[config.mk]
export PLATFORM = sky130hd
export DESIGN_NAME = gpe_pins
export DESIGN_NICKNAME = d
export VERILOG_FILES = /design/src/gpe_pkg.sv /design/src/gpe_pin_sync.sv /design/src/gpe_pins.sv
export VERILOG_INCLUDE_DIRS = /design/src
export SDC_FILE = /design/constraint.sdc
export NUM_CORES = 1
export LEC_CHECK = 0
export CAP_MARGIN = 20
export CORE_MARGIN = 8
export CORE_UTILIZATION = 35
export CTS_BUF_LIST = sky130_fd_sc_hd__clkbuf_4 sky130_fd_sc_hd__clkbuf_8 sky130_fd_sc_hd__clkbuf_16
export DETAILED_ROUTE_END_ITERATION = 10
export DONT_BUFFER_PORTS = 1
export PLACE_DENSITY_LB_ADDON = 0.12
export SLEW_MARGIN = 5
export SYNTH_ARGS = -nofsm -noshare
export SYNTH_HDL_FRONTEND = slang
export SYNTH_SLANG_ARGS = --single-unit
[constraint.sdc]
create_clock -name clk_i -period 1.8 [get_ports clk_i]
set_input_delay 0.09 -clock clk_i [delete_from_list [all_inputs] [get_ports clk_i]]
set_output_delay 0.09 -clock clk_i [all_outputs]
set_load 0.05 [all_outputs]
[src/gpe_params.svh]
// Purpose: Register offsets, field positions and reset values of the pin block
// Assumes: 32-bit register data, byte addresses on word boundaries
// Notes: Only pins 15, 11 and 7 to 4 of the pin group are built
`ifndef GPE_PARAMS_SVH
`define GPE_PARAMS_SVH

`define GPE_ADDR_W 8
`define GPE_OFS_DIR 8'h00
`define GPE_OFS_DOUT 8'h04
`define GPE_OFS_DIN 8'h08
`define GPE_OFS_IER 8'h0c
`define GPE_OFS_POL 8'h10
`define GPE_OFS_PCISEL 8'h14
`define GPE_OFS_STATUS 8'h18
`define GPE_OFS_MASK 8'h1c

`define GPE_PIN_MASK 16'h88f0
`define GPE_EXT_LSB 4
`define GPE_PIN_RST 15
`define GPE_PIN_REQ 11
`define GPE_SEL_RST_BIT 0
`define GPE_SEL_REQ_BIT 1
`define GPE_ST_NMI_BIT 0

`define GPE_RST_DIR 16'h0000
`define GPE_RST_DOUT 16'h0000
`define GPE_RST_IER 4'h0
`define GPE_RST_POL 4'h0
`define GPE_RST_STATUS 8'h00
`define GPE_RST_MASK 8'h00

`endif

[src/gpe_pkg.sv]
// Purpose: Types shared by the pin block
// Assumes: Nothing beyond the parameter header
// Notes: Events carry the one-cycle hits seen in the clock domain
package gpe_pkg;

	typedef struct packed {
		logic [3:0] ext;
		logic [2:0] spare;
		logic nmi;
	} gpe_evt_t;

	typedef struct packed {
		logic sel_rst;
		logic sel_req;
	} gpe_pci_t;

endpackage : gpe_pkg

[src/gpe_pin_sync.sv]
// Purpose: Two-flop synchroniser with edge detection per pin
// Assumes: Inputs are asynchronous board pins
// Notes: Edges are seen between the second and third flop only
`timescale 1ns/10ps
module gpe_pin_sync #(
	parameter int W = 7,
	// Reset value of each flop: the pin's idle level, so no false edge follows reset
	parameter logic [W-1:0] IDLE = '0
) (
	// Clock and reset
	input wire logic clk_i,
	input wire logic rst_i,
	// Pins
	input wire logic [W-1:0] pin_i,
	// Synchronised level and edges
	output logic [W-1:0] lvl_o,
	output logic [W-1:0] rise_o,
	output logic [W-1:0] fall_o
);

	logic [W-1:0] s1_r;
	logic [W-1:0] s2_r;
	logic [W-1:0] s3_r;
	logic [W-1:0] s1_nxt;
	logic [W-1:0] s2_nxt;
	logic [W-1:0] s3_nxt;

	always_comb begin
		s1_nxt = pin_i;
		s2_nxt = s1_r;
		s3_nxt = s2_r;
	end

	always_ff @(posedge clk_i) begin
		if (rst_i) begin
			s1_r <= IDLE;
			s2_r <= IDLE;
			s3_r <= IDLE;
		end else begin
			s1_r <= s1_nxt;
			s2_r <= s2_nxt;
			s3_r <= s3_nxt;
		end
	end

	genvar g;
	for (g = 0; g < W; g++) begin : g_bit
		assign lvl_o[g] = s2_r[g];
		assign rise_o[g] = s2_r[g] & ~s3_r[g];
		assign fall_o[g] = ~s2_r[g] & s3_r[g];
	end

endmodule : gpe_pin_sync

[src/gpe_pins.sv]
// Purpose: General-purpose pins 15, 11, 7 to 4 with external and nonmaskable interrupts
// Assumes: Board pins are asynchronous; core strobes and acks are on clk_i
// Notes: Register read data appear one cycle after the read strobe
`timescale 1ns/10ps
`include "gpe_params.svh"

// How it works
// - The nonmaskable interrupt is raised only by a rising edge on its input, never by a level.
// - After reset pins 7 to 4 are inputs with their drivers off.
// - Pins 7 to 4 are three-state GPIO or input-only interrupt sources and are never driven in interrupt use.
// - A pin among 7 to 4 is an edge interrupt while its enable bit in positions 7 to 4 is set.
// - Four polarity bits, 3 to 0, pick the edge of each interrupt pin on its own.
// - Pin 15 is GPIO or, with its PCI select set, the PCI reset input.
// - Pin 11 is GPIO or, with its PCI select set, the three-state PCI bus request output.
module gpe_pins (
	// Clock and reset
	input wire logic clk_i,
	input wire logic rst_i,
	// Register port
	input wire logic [`GPE_ADDR_W-1:0] addr_i,
	input wire logic [31:0] wdata_i,
	input wire logic wr_i,
	input wire logic rd_i,
	output logic [31:0] rdata_o,
	// Pin group
	input wire logic [15:0] gp_pin_group_i,
	output logic [15:0] gp_pin_group_o,
	output logic [15:0] gp_pin_group_oe_o,
	// Nonmaskable interrupt pin
	input wire logic nmi_i,
	// PCI side
	input wire logic pci_bus_request_out_i,
	input wire logic pci_bus_request_oe_i,
	output logic pci_reset_in_o,
	// CPU interrupt logic
	input wire logic nmi_ack_i,
	input wire logic [3:0] ext_irq_ack_i,
	output logic nmi_pend_o,
	output logic [3:0] ext_irq_pend_o,
	output logic irq_o
);

	// Synchronised pins: [6] nmi, [5] pin 15, [4] pin 11, [3:0] pins 7 to 4
	logic [6:0] sy_lvl;
	logic [6:0] sy_rise;
	logic [6:0] sy_fall;

	gpe_pin_sync #(
		// Pins 7 to 4 idle high on their pull-ups, the rest idle low
		.W(7),
		.IDLE(7'h0f)
	) u_sync (
		.clk_i(clk_i),
		.rst_i(rst_i),
		.pin_i({nmi_i, gp_pin_group_i[`GPE_PIN_RST], gp_pin_group_i[`GPE_PIN_REQ],
			gp_pin_group_i[`GPE_EXT_LSB+3:`GPE_EXT_LSB]}),
		.lvl_o(sy_lvl),
		.rise_o(sy_rise),
		.fall_o(sy_fall)
	);

	logic nmi_rise;
	logic [3:0] lvl_ext;
	logic [15:0] din_w;
	assign nmi_rise = sy_rise[6];
	assign lvl_ext = sy_lvl[3:0];

	always_comb begin
		din_w = 16'h0000;
		din_w[`GPE_PIN_RST] = sy_lvl[5];
		din_w[`GPE_PIN_REQ] = sy_lvl[4];
		din_w[`GPE_EXT_LSB+3:`GPE_EXT_LSB] = sy_lvl[3:0];
	end

	// Configuration registers
	logic [15:0] dir_r;
	logic [15:0] dir_nxt;
	logic [15:0] dout_r;
	logic [15:0] dout_nxt;
	logic [3:0] ier_r;
	logic [3:0] ier_nxt;
	logic [3:0] pol_r;
	logic [3:0] pol_nxt;
	gpe_pkg::gpe_pci_t pci_r;
	gpe_pkg::gpe_pci_t pci_nxt;
	logic [7:0] mask_r;
	logic [7:0] mask_nxt;
	logic sel_rst_r;
	logic sel_req_r;
	assign sel_rst_r = pci_r.sel_rst;
	assign sel_req_r = pci_r.sel_req;

	always_comb begin
		dir_nxt = dir_r;
		dout_nxt = dout_r;
		ier_nxt = ier_r;
		pol_nxt = pol_r;
		pci_nxt = pci_r;
		mask_nxt = mask_r;
		if (wr_i) begin
			unique case (addr_i)
				`GPE_OFS_DIR: dir_nxt = wdata_i[15:0] & `GPE_PIN_MASK;
				`GPE_OFS_DOUT: dout_nxt = wdata_i[15:0] & `GPE_PIN_MASK;
				`GPE_OFS_IER: ier_nxt = wdata_i[`GPE_EXT_LSB+3:`GPE_EXT_LSB];
				`GPE_OFS_POL: pol_nxt = wdata_i[3:0];
				`GPE_OFS_PCISEL: begin
					pci_nxt.sel_rst = wdata_i[`GPE_SEL_RST_BIT];
					pci_nxt.sel_req = wdata_i[`GPE_SEL_REQ_BIT];
				end
				`GPE_OFS_MASK: mask_nxt = wdata_i[7:0] & 8'hf1;
				default: begin
				end
			endcase
		end
	end

	always_ff @(posedge clk_i) begin
		if (rst_i) begin
			dir_r <= `GPE_RST_DIR;
			dout_r <= `GPE_RST_DOUT;
			ier_r <= `GPE_RST_IER;
			pol_r <= `GPE_RST_POL;
			pci_r <= '0;
			mask_r <= `GPE_RST_MASK;
		end else begin
			dir_r <= dir_nxt;
			dout_r <= dout_nxt;
			ier_r <= ier_nxt;
			pol_r <= pol_nxt;
			pci_r <= pci_nxt;
			mask_r <= mask_nxt;
		end
	end

	// Edge selection and pending flags
	gpe_pkg::gpe_evt_t evt;
	logic [3:0] ext_hit;
	logic [3:0] ext_pend_r;
	logic [3:0] ext_pend_nxt;
	logic nmi_pend_r;
	logic nmi_pend_nxt;
	logic [7:0] status_r;
	logic [7:0] status_nxt;
	logic rd_status;

	assign ext_hit = ier_r & ((sy_rise[3:0] & ~pol_r) | (sy_fall[3:0] & pol_r));
	assign rd_status = rd_i && (addr_i == `GPE_OFS_STATUS);

	always_comb begin
		evt = '0;
		evt.nmi = nmi_rise;
		evt.ext = ext_hit;
		// Set wins over clear on every flag
		ext_pend_nxt = (ext_pend_r & ~ext_irq_ack_i) | ext_hit;
		nmi_pend_nxt = (nmi_pend_r & ~nmi_ack_i) | nmi_rise;
		status_nxt = (rd_status ? 8'h00 : status_r) | evt;
	end

	always_ff @(posedge clk_i) begin
		if (rst_i) begin
			ext_pend_r <= 4'h0;
			nmi_pend_r <= 1'b0;
			status_r <= `GPE_RST_STATUS;
		end else begin
			ext_pend_r <= ext_pend_nxt;
			nmi_pend_r <= nmi_pend_nxt;
			status_r <= status_nxt;
		end
	end

	// Pin drivers and outputs
	logic [15:0] gp_o_r;
	logic [15:0] gp_o_nxt;
	logic [15:0] gp_oe_r;
	logic [15:0] gp_oe_nxt;
	logic pci_rst_r;
	logic pci_rst_nxt;
	logic irq_r;
	logic irq_nxt;

	always_comb begin
		gp_o_nxt = dout_r;
		gp_oe_nxt = dir_r;
		// Interrupt pins are input only
		gp_oe_nxt[`GPE_EXT_LSB+3:`GPE_EXT_LSB] = dir_r[`GPE_EXT_LSB+3:`GPE_EXT_LSB] & ~ier_r;
		if (sel_rst_r) begin
			gp_oe_nxt[`GPE_PIN_RST] = 1'b0;
		end
		if (sel_req_r) begin
			gp_o_nxt[`GPE_PIN_REQ] = pci_bus_request_out_i;
			gp_oe_nxt[`GPE_PIN_REQ] = pci_bus_request_oe_i;
		end
		pci_rst_nxt = sel_rst_r & sy_lvl[5];
		irq_nxt = |(status_nxt & mask_r);
	end

	always_ff @(posedge clk_i) begin
		if (rst_i) begin
			gp_o_r <= 16'h0000;
			gp_oe_r <= 16'h0000;
			pci_rst_r <= 1'b0;
			irq_r <= 1'b0;
		end else begin
			gp_o_r <= gp_o_nxt;
			gp_oe_r <= gp_oe_nxt;
			pci_rst_r <= pci_rst_nxt;
			irq_r <= irq_nxt;
		end
	end

	// Register read port
	logic [31:0] rdata_r;
	logic [31:0] rdata_nxt;

	always_comb begin
		rdata_nxt = 32'h00000000;
		if (rd_i) begin
			unique case (addr_i)
				`GPE_OFS_DIR: rdata_nxt[15:0] = dir_r;
				`GPE_OFS_DOUT: rdata_nxt[15:0] = dout_r;
				`GPE_OFS_DIN: rdata_nxt[15:0] = din_w;
				`GPE_OFS_IER: rdata_nxt[`GPE_EXT_LSB+3:`GPE_EXT_LSB] = ier_r;
				`GPE_OFS_POL: rdata_nxt[3:0] = pol_r;
				`GPE_OFS_PCISEL: rdata_nxt[1:0] = {sel_req_r, sel_rst_r};
				`GPE_OFS_STATUS: rdata_nxt[7:0] = status_r;
				`GPE_OFS_MASK: rdata_nxt[7:0] = mask_r;
				default: rdata_nxt = 32'h00000000;
			endcase
		end
	end

	always_ff @(posedge clk_i) begin
		if (rst_i) begin
			rdata_r <= 32'h00000000;
		end else begin
			rdata_r <= rdata_nxt;
		end
	end

	assign rdata_o = rdata_r;
	assign gp_pin_group_o = gp_o_r;
	assign gp_pin_group_oe_o = gp_oe_r;
	assign pci_reset_in_o = pci_rst_r;
	assign nmi_pend_o = nmi_pend_r;
	assign ext_irq_pend_o = ext_pend_r;
	assign irq_o = irq_r;

	logic [3:0] hold_w;
	assign hold_w = ext_pend_r & ~ext_irq_ack_i;
endmodule : gpe_pins

==> metrics <==
crit path DAT=1.78 ns; main flop type after synthesis=dfxtp_1; Crit path depth=5; unrepaired setup endpoints after global routing=no; max-slew violations=0; largest net degree at the start of global routing=71; crit path kind=reg2reg; register area=0.00160 mm2; CTS tree=done; DRT iter0 DRCs=62; CTS Root Cell=clkbuf_8; # IOs=139; Synth area leader=dfxtp_1; DRT Pass-1 Iters=4; Final ANT Viol Nets=0; Die Width=113 um; Worst setup SP type=flop; maximum vdd drop=0.340 mV; most frequent CP cell=o21ai_0; largest delay contributor family on the critical path=compound AO/OA/AOI/OAI gates; n_diodes=0; Starting Density=36.0%; clk_lat worst skew=~0.35 ns; GRT Total Usage=around an eighth; Fillers=between 900 and 1,000; worst min path class=in2reg; Via density=4.35; H-Tree Depth=3; Synth Register Bits=80; hpwl dp=around 5400 um; maximum clock path buffer count=2; Highest Clock Rate=637 MHz; Pint=2500 uW; Max-Cap Viols=0; CORE AREA=0.00924 mm2; final worst slack=roughly 0.23 ns; CTS sink cnt=80; Post-Synthesis Cell Area=0.00332 mm2; CP Launch Point=pol_r[0]$_SDFFE_PP0P_; outcome=finished clean; Pwr Density=~900 mW/mm2; Worst path slowest cell=dfxtp_1; NetSw=882 uW; Clock Skew=0.0105 ns; Final Hold Viols=0; distinct cell type count of the synthesized netlist=35; CP Cell Sequence=and3b_1 -> o21ai_0 -> o21ai_0 -> a222oi_1 -> a21oi_1; synth-to-layout area growth=13.1%; clock share of power=about 37%; reg2reg setup slack=about 0.23 ns; first-pass GRT wire length=12,000 um; R2R Path Start=pol_r[0]$_SDFFE_PP0P_; Critical Path End Type=flop; routed via count=2,161; Worst-path clk slew=0.08 ns; GR Overflow Total=0; Flop pwr share=53.3%; Final Cycle Share=87.3%; total power=between 3000 and 4000 uW; syn avg cell area=~9.9 um2; Final #Nets=431; Site Rows=35; Final GP Congestion=0.737; Critical path buffers and inverters=0; area of the multi-input gates=0.00145 mm2; Die H=approximately 110 um; EDFF count, synth=0; Slew @ Worst Pin=between 0.5 and 0.6 ns; synth top area cells=dfxtp_1 (48%), mux2i_1 (11%), buf_4 (9.5%), nor2_1 (4.1%), nor2b_1 (3.8%); worst-path maximum fanout=4; wirelength, routed=around 7600 um; post-CTS resize count=0; Tmin final=1.57 ns; Yosys warning total=0; Die ar.=between 0.01 and 0.015 mm2; initial antenna violation count=0; R2R Path End=irq_o$_SDFF_PP0_; Setup violations, final=0; Inserted Clock Buffers=9; sequential area share after synthesis=48.2%; Logic pwr share=10.1%; Worst Setup EP=irq_o$_SDFF_PP0_; Yosys top cell area share=48.2%; Leak=0.00149 uW; Slew headroom=65.1%; ratio of cells with drive above 1 in the final layout=11.7%; reg2reg path depth=5; post-synthesis async set-or-reset flop share=0%; Critical Path RT=between 2 and 2.5 ns; Setup TNS Final=0 ns; vias in the first global route=roughly 2,300; IO buf count=0; Sw Share=26.1%; number of remaining DRC errors=0; Place WS=0.0816 ns; Synth Instances=roughly 340; WL per Instance=~15 um; Worst path max stage delay=0.35 ns
==> per-layer routing <==
metal  vias up  share of wire [%]  global-route usage [%]
li1       1090                  -                       -
met1      1006                 44                    13.7
met2        58                 49                    20.4
met3         7                6.0                    4.70
met4         0               0.99                    3.46
met5         -                  0                       0
==> flip-flops by register name (all words and copies together) (netlist names), 4 cells and up <==
register,count
ext_irq_pend_o,4
u_sync.lvl_o,7
status_r,5
pol_r,4
u_sync.s3_r,5
mask_r,5
dout_r,6
rdata_o,10
gp_pin_group_oe_o,6
dir_r,6
u_sync.s1_r,7
ier_r,4
gp_pin_group_o,6
==> worst register-to-register path, cell delays in order (launching register included) <==
cell and delay (ns):
dfxtp_1 0.35, and3b_1 0.18, o21ai_0 0.27, o21ai_0 0.18, a222oi_1 0.31, a21oi_1 0.14
==> worst min-delay path by stage <==
stage                                         endpoint         startpoint  cells after the start  slack [ns]
final                           rdata_o[11]$_SDFF_PP0_          addr_i[3]                      3        0.03
after global routing             rdata_o[5]$_SDFF_PP0_              rst_i                      2        0.02
after CTS                       rdata_o[11]$_SDFF_PP0_          addr_i[3]                      3        0.01
after detailed placement  gp_pin_group_o[5]$_SDFF_PP0_              rst_i                      1        0.17
after global placement    ext_irq_pend_o[2]$_SDFF_PP0_              rst_i                      1        0.17
after floorplan              u_sync.s1_r[0]$_SDFF_PP1_  gp_pin_group_i[4]                      1        0.19
==> logic make-up after synthesis <==
family	count (synthesis)	share of synthesized area (%)
simple gates	120	20.8
mux	41	12.9
buf+inv	64	12.9
other cells	1	0.113
compound gates	30	5.12
flops	80	48.2
==> cell usage in the layout, fill, tap and decap left out <==
cell type,netlist,routed
clkbuf_8,0,12
nand2b_1,7,7
dfxtp_1,80,80
o21ai_0,14,14
o22ai_1,1,1
a21oi_1,8,8
nor2_1,36,36
mux4_2,1,1
a221oi_1,1,1
mux2i_1,36,36
clkinv_2,0,3
or2_2,13,13
dlygate4sd3_1,0,29
nand3b_1,1,1
and2_1,4,4
buf_4,42,3
and3_1,4,4
nor3b_1,9,9
nand2_1,7,7
nor4b_2,1,1
or4_4,1,1
and4_1,2,2
a222oi_1,1,1
o21ai_1,1,1
nor3_2,1,1
and3b_1,5,5
a22oi_1,4,4
nor2_2,1,1
nor3_1,2,2
nor2b_1,20,20
nor3_4,1,1
mux2_2,4,4
conb_1,1,42
inv_1,6,6
nand3_1,5,5
clkbuf_4,0,1
buf_16,0,1
==> Yosys cell counts (all sizes together) (2+ instances only) <==
cell and instances:
o21ai 15, dfxtp 80, nor2b 20, nand2b 7, and4 2, and3b 5, a22oi 4, nand2 7
and2 4, nor3b 9, clkbuf 11, inv 6, mux2 4, or2 13, mux2i 36, nor3 4
nand3 5, nor2 37, and3 4, buf 47, a21oi 8
==> layout make-up <==
cell class	instances	area share [%]
clock buffers	13	4.59
clock inverters	3	0.399
inverters	6	0.599
multi-input cells	233	38.5
flip-flops and latches	80	42.6
well taps	129	4.29
repair buffers	33	9.05
==> through the flow <==
stage / util [%] / hold WS [ns] / area [um2] / cells
final: 40.7 / 0.0307 / 3760 / 497
after global routing: 40.7 / 0.0161 / 3760 / 497
after CTS: 40.7 / 0.0130 / 3760 / 497
after detailed placement: 35.2 / 0.171 / 3260 / 451
after global placement: 35.2 / 0.171 / 3260 / 451
after floorplan: - / 0.194 / 3480 / 377
==> power by group through the flow <==
stage / clock, uW / sequential [uW] / combinational [uW]
floorplan: 0 / 1840 / 346
global placement: 0 / 1840 / 250
detailed placement: 0 / 1840 / 251
CTS: 1300 / 1800 / 339
global route: 1380 / 1800 / 359
finish: 1240 / 1800 / 340
==> repair_timing <==
| item | 4_1_cts | 5_1_grt |
|---|---|---|
| buffers inserted | 0 | 0 |
| endpoints found under the setup margin | 0 | 0 |
| hold buffers | 30 | 0 |
| hold endpoints to repair | 74 | 0 |
Power figures use the tool's default switching activity.
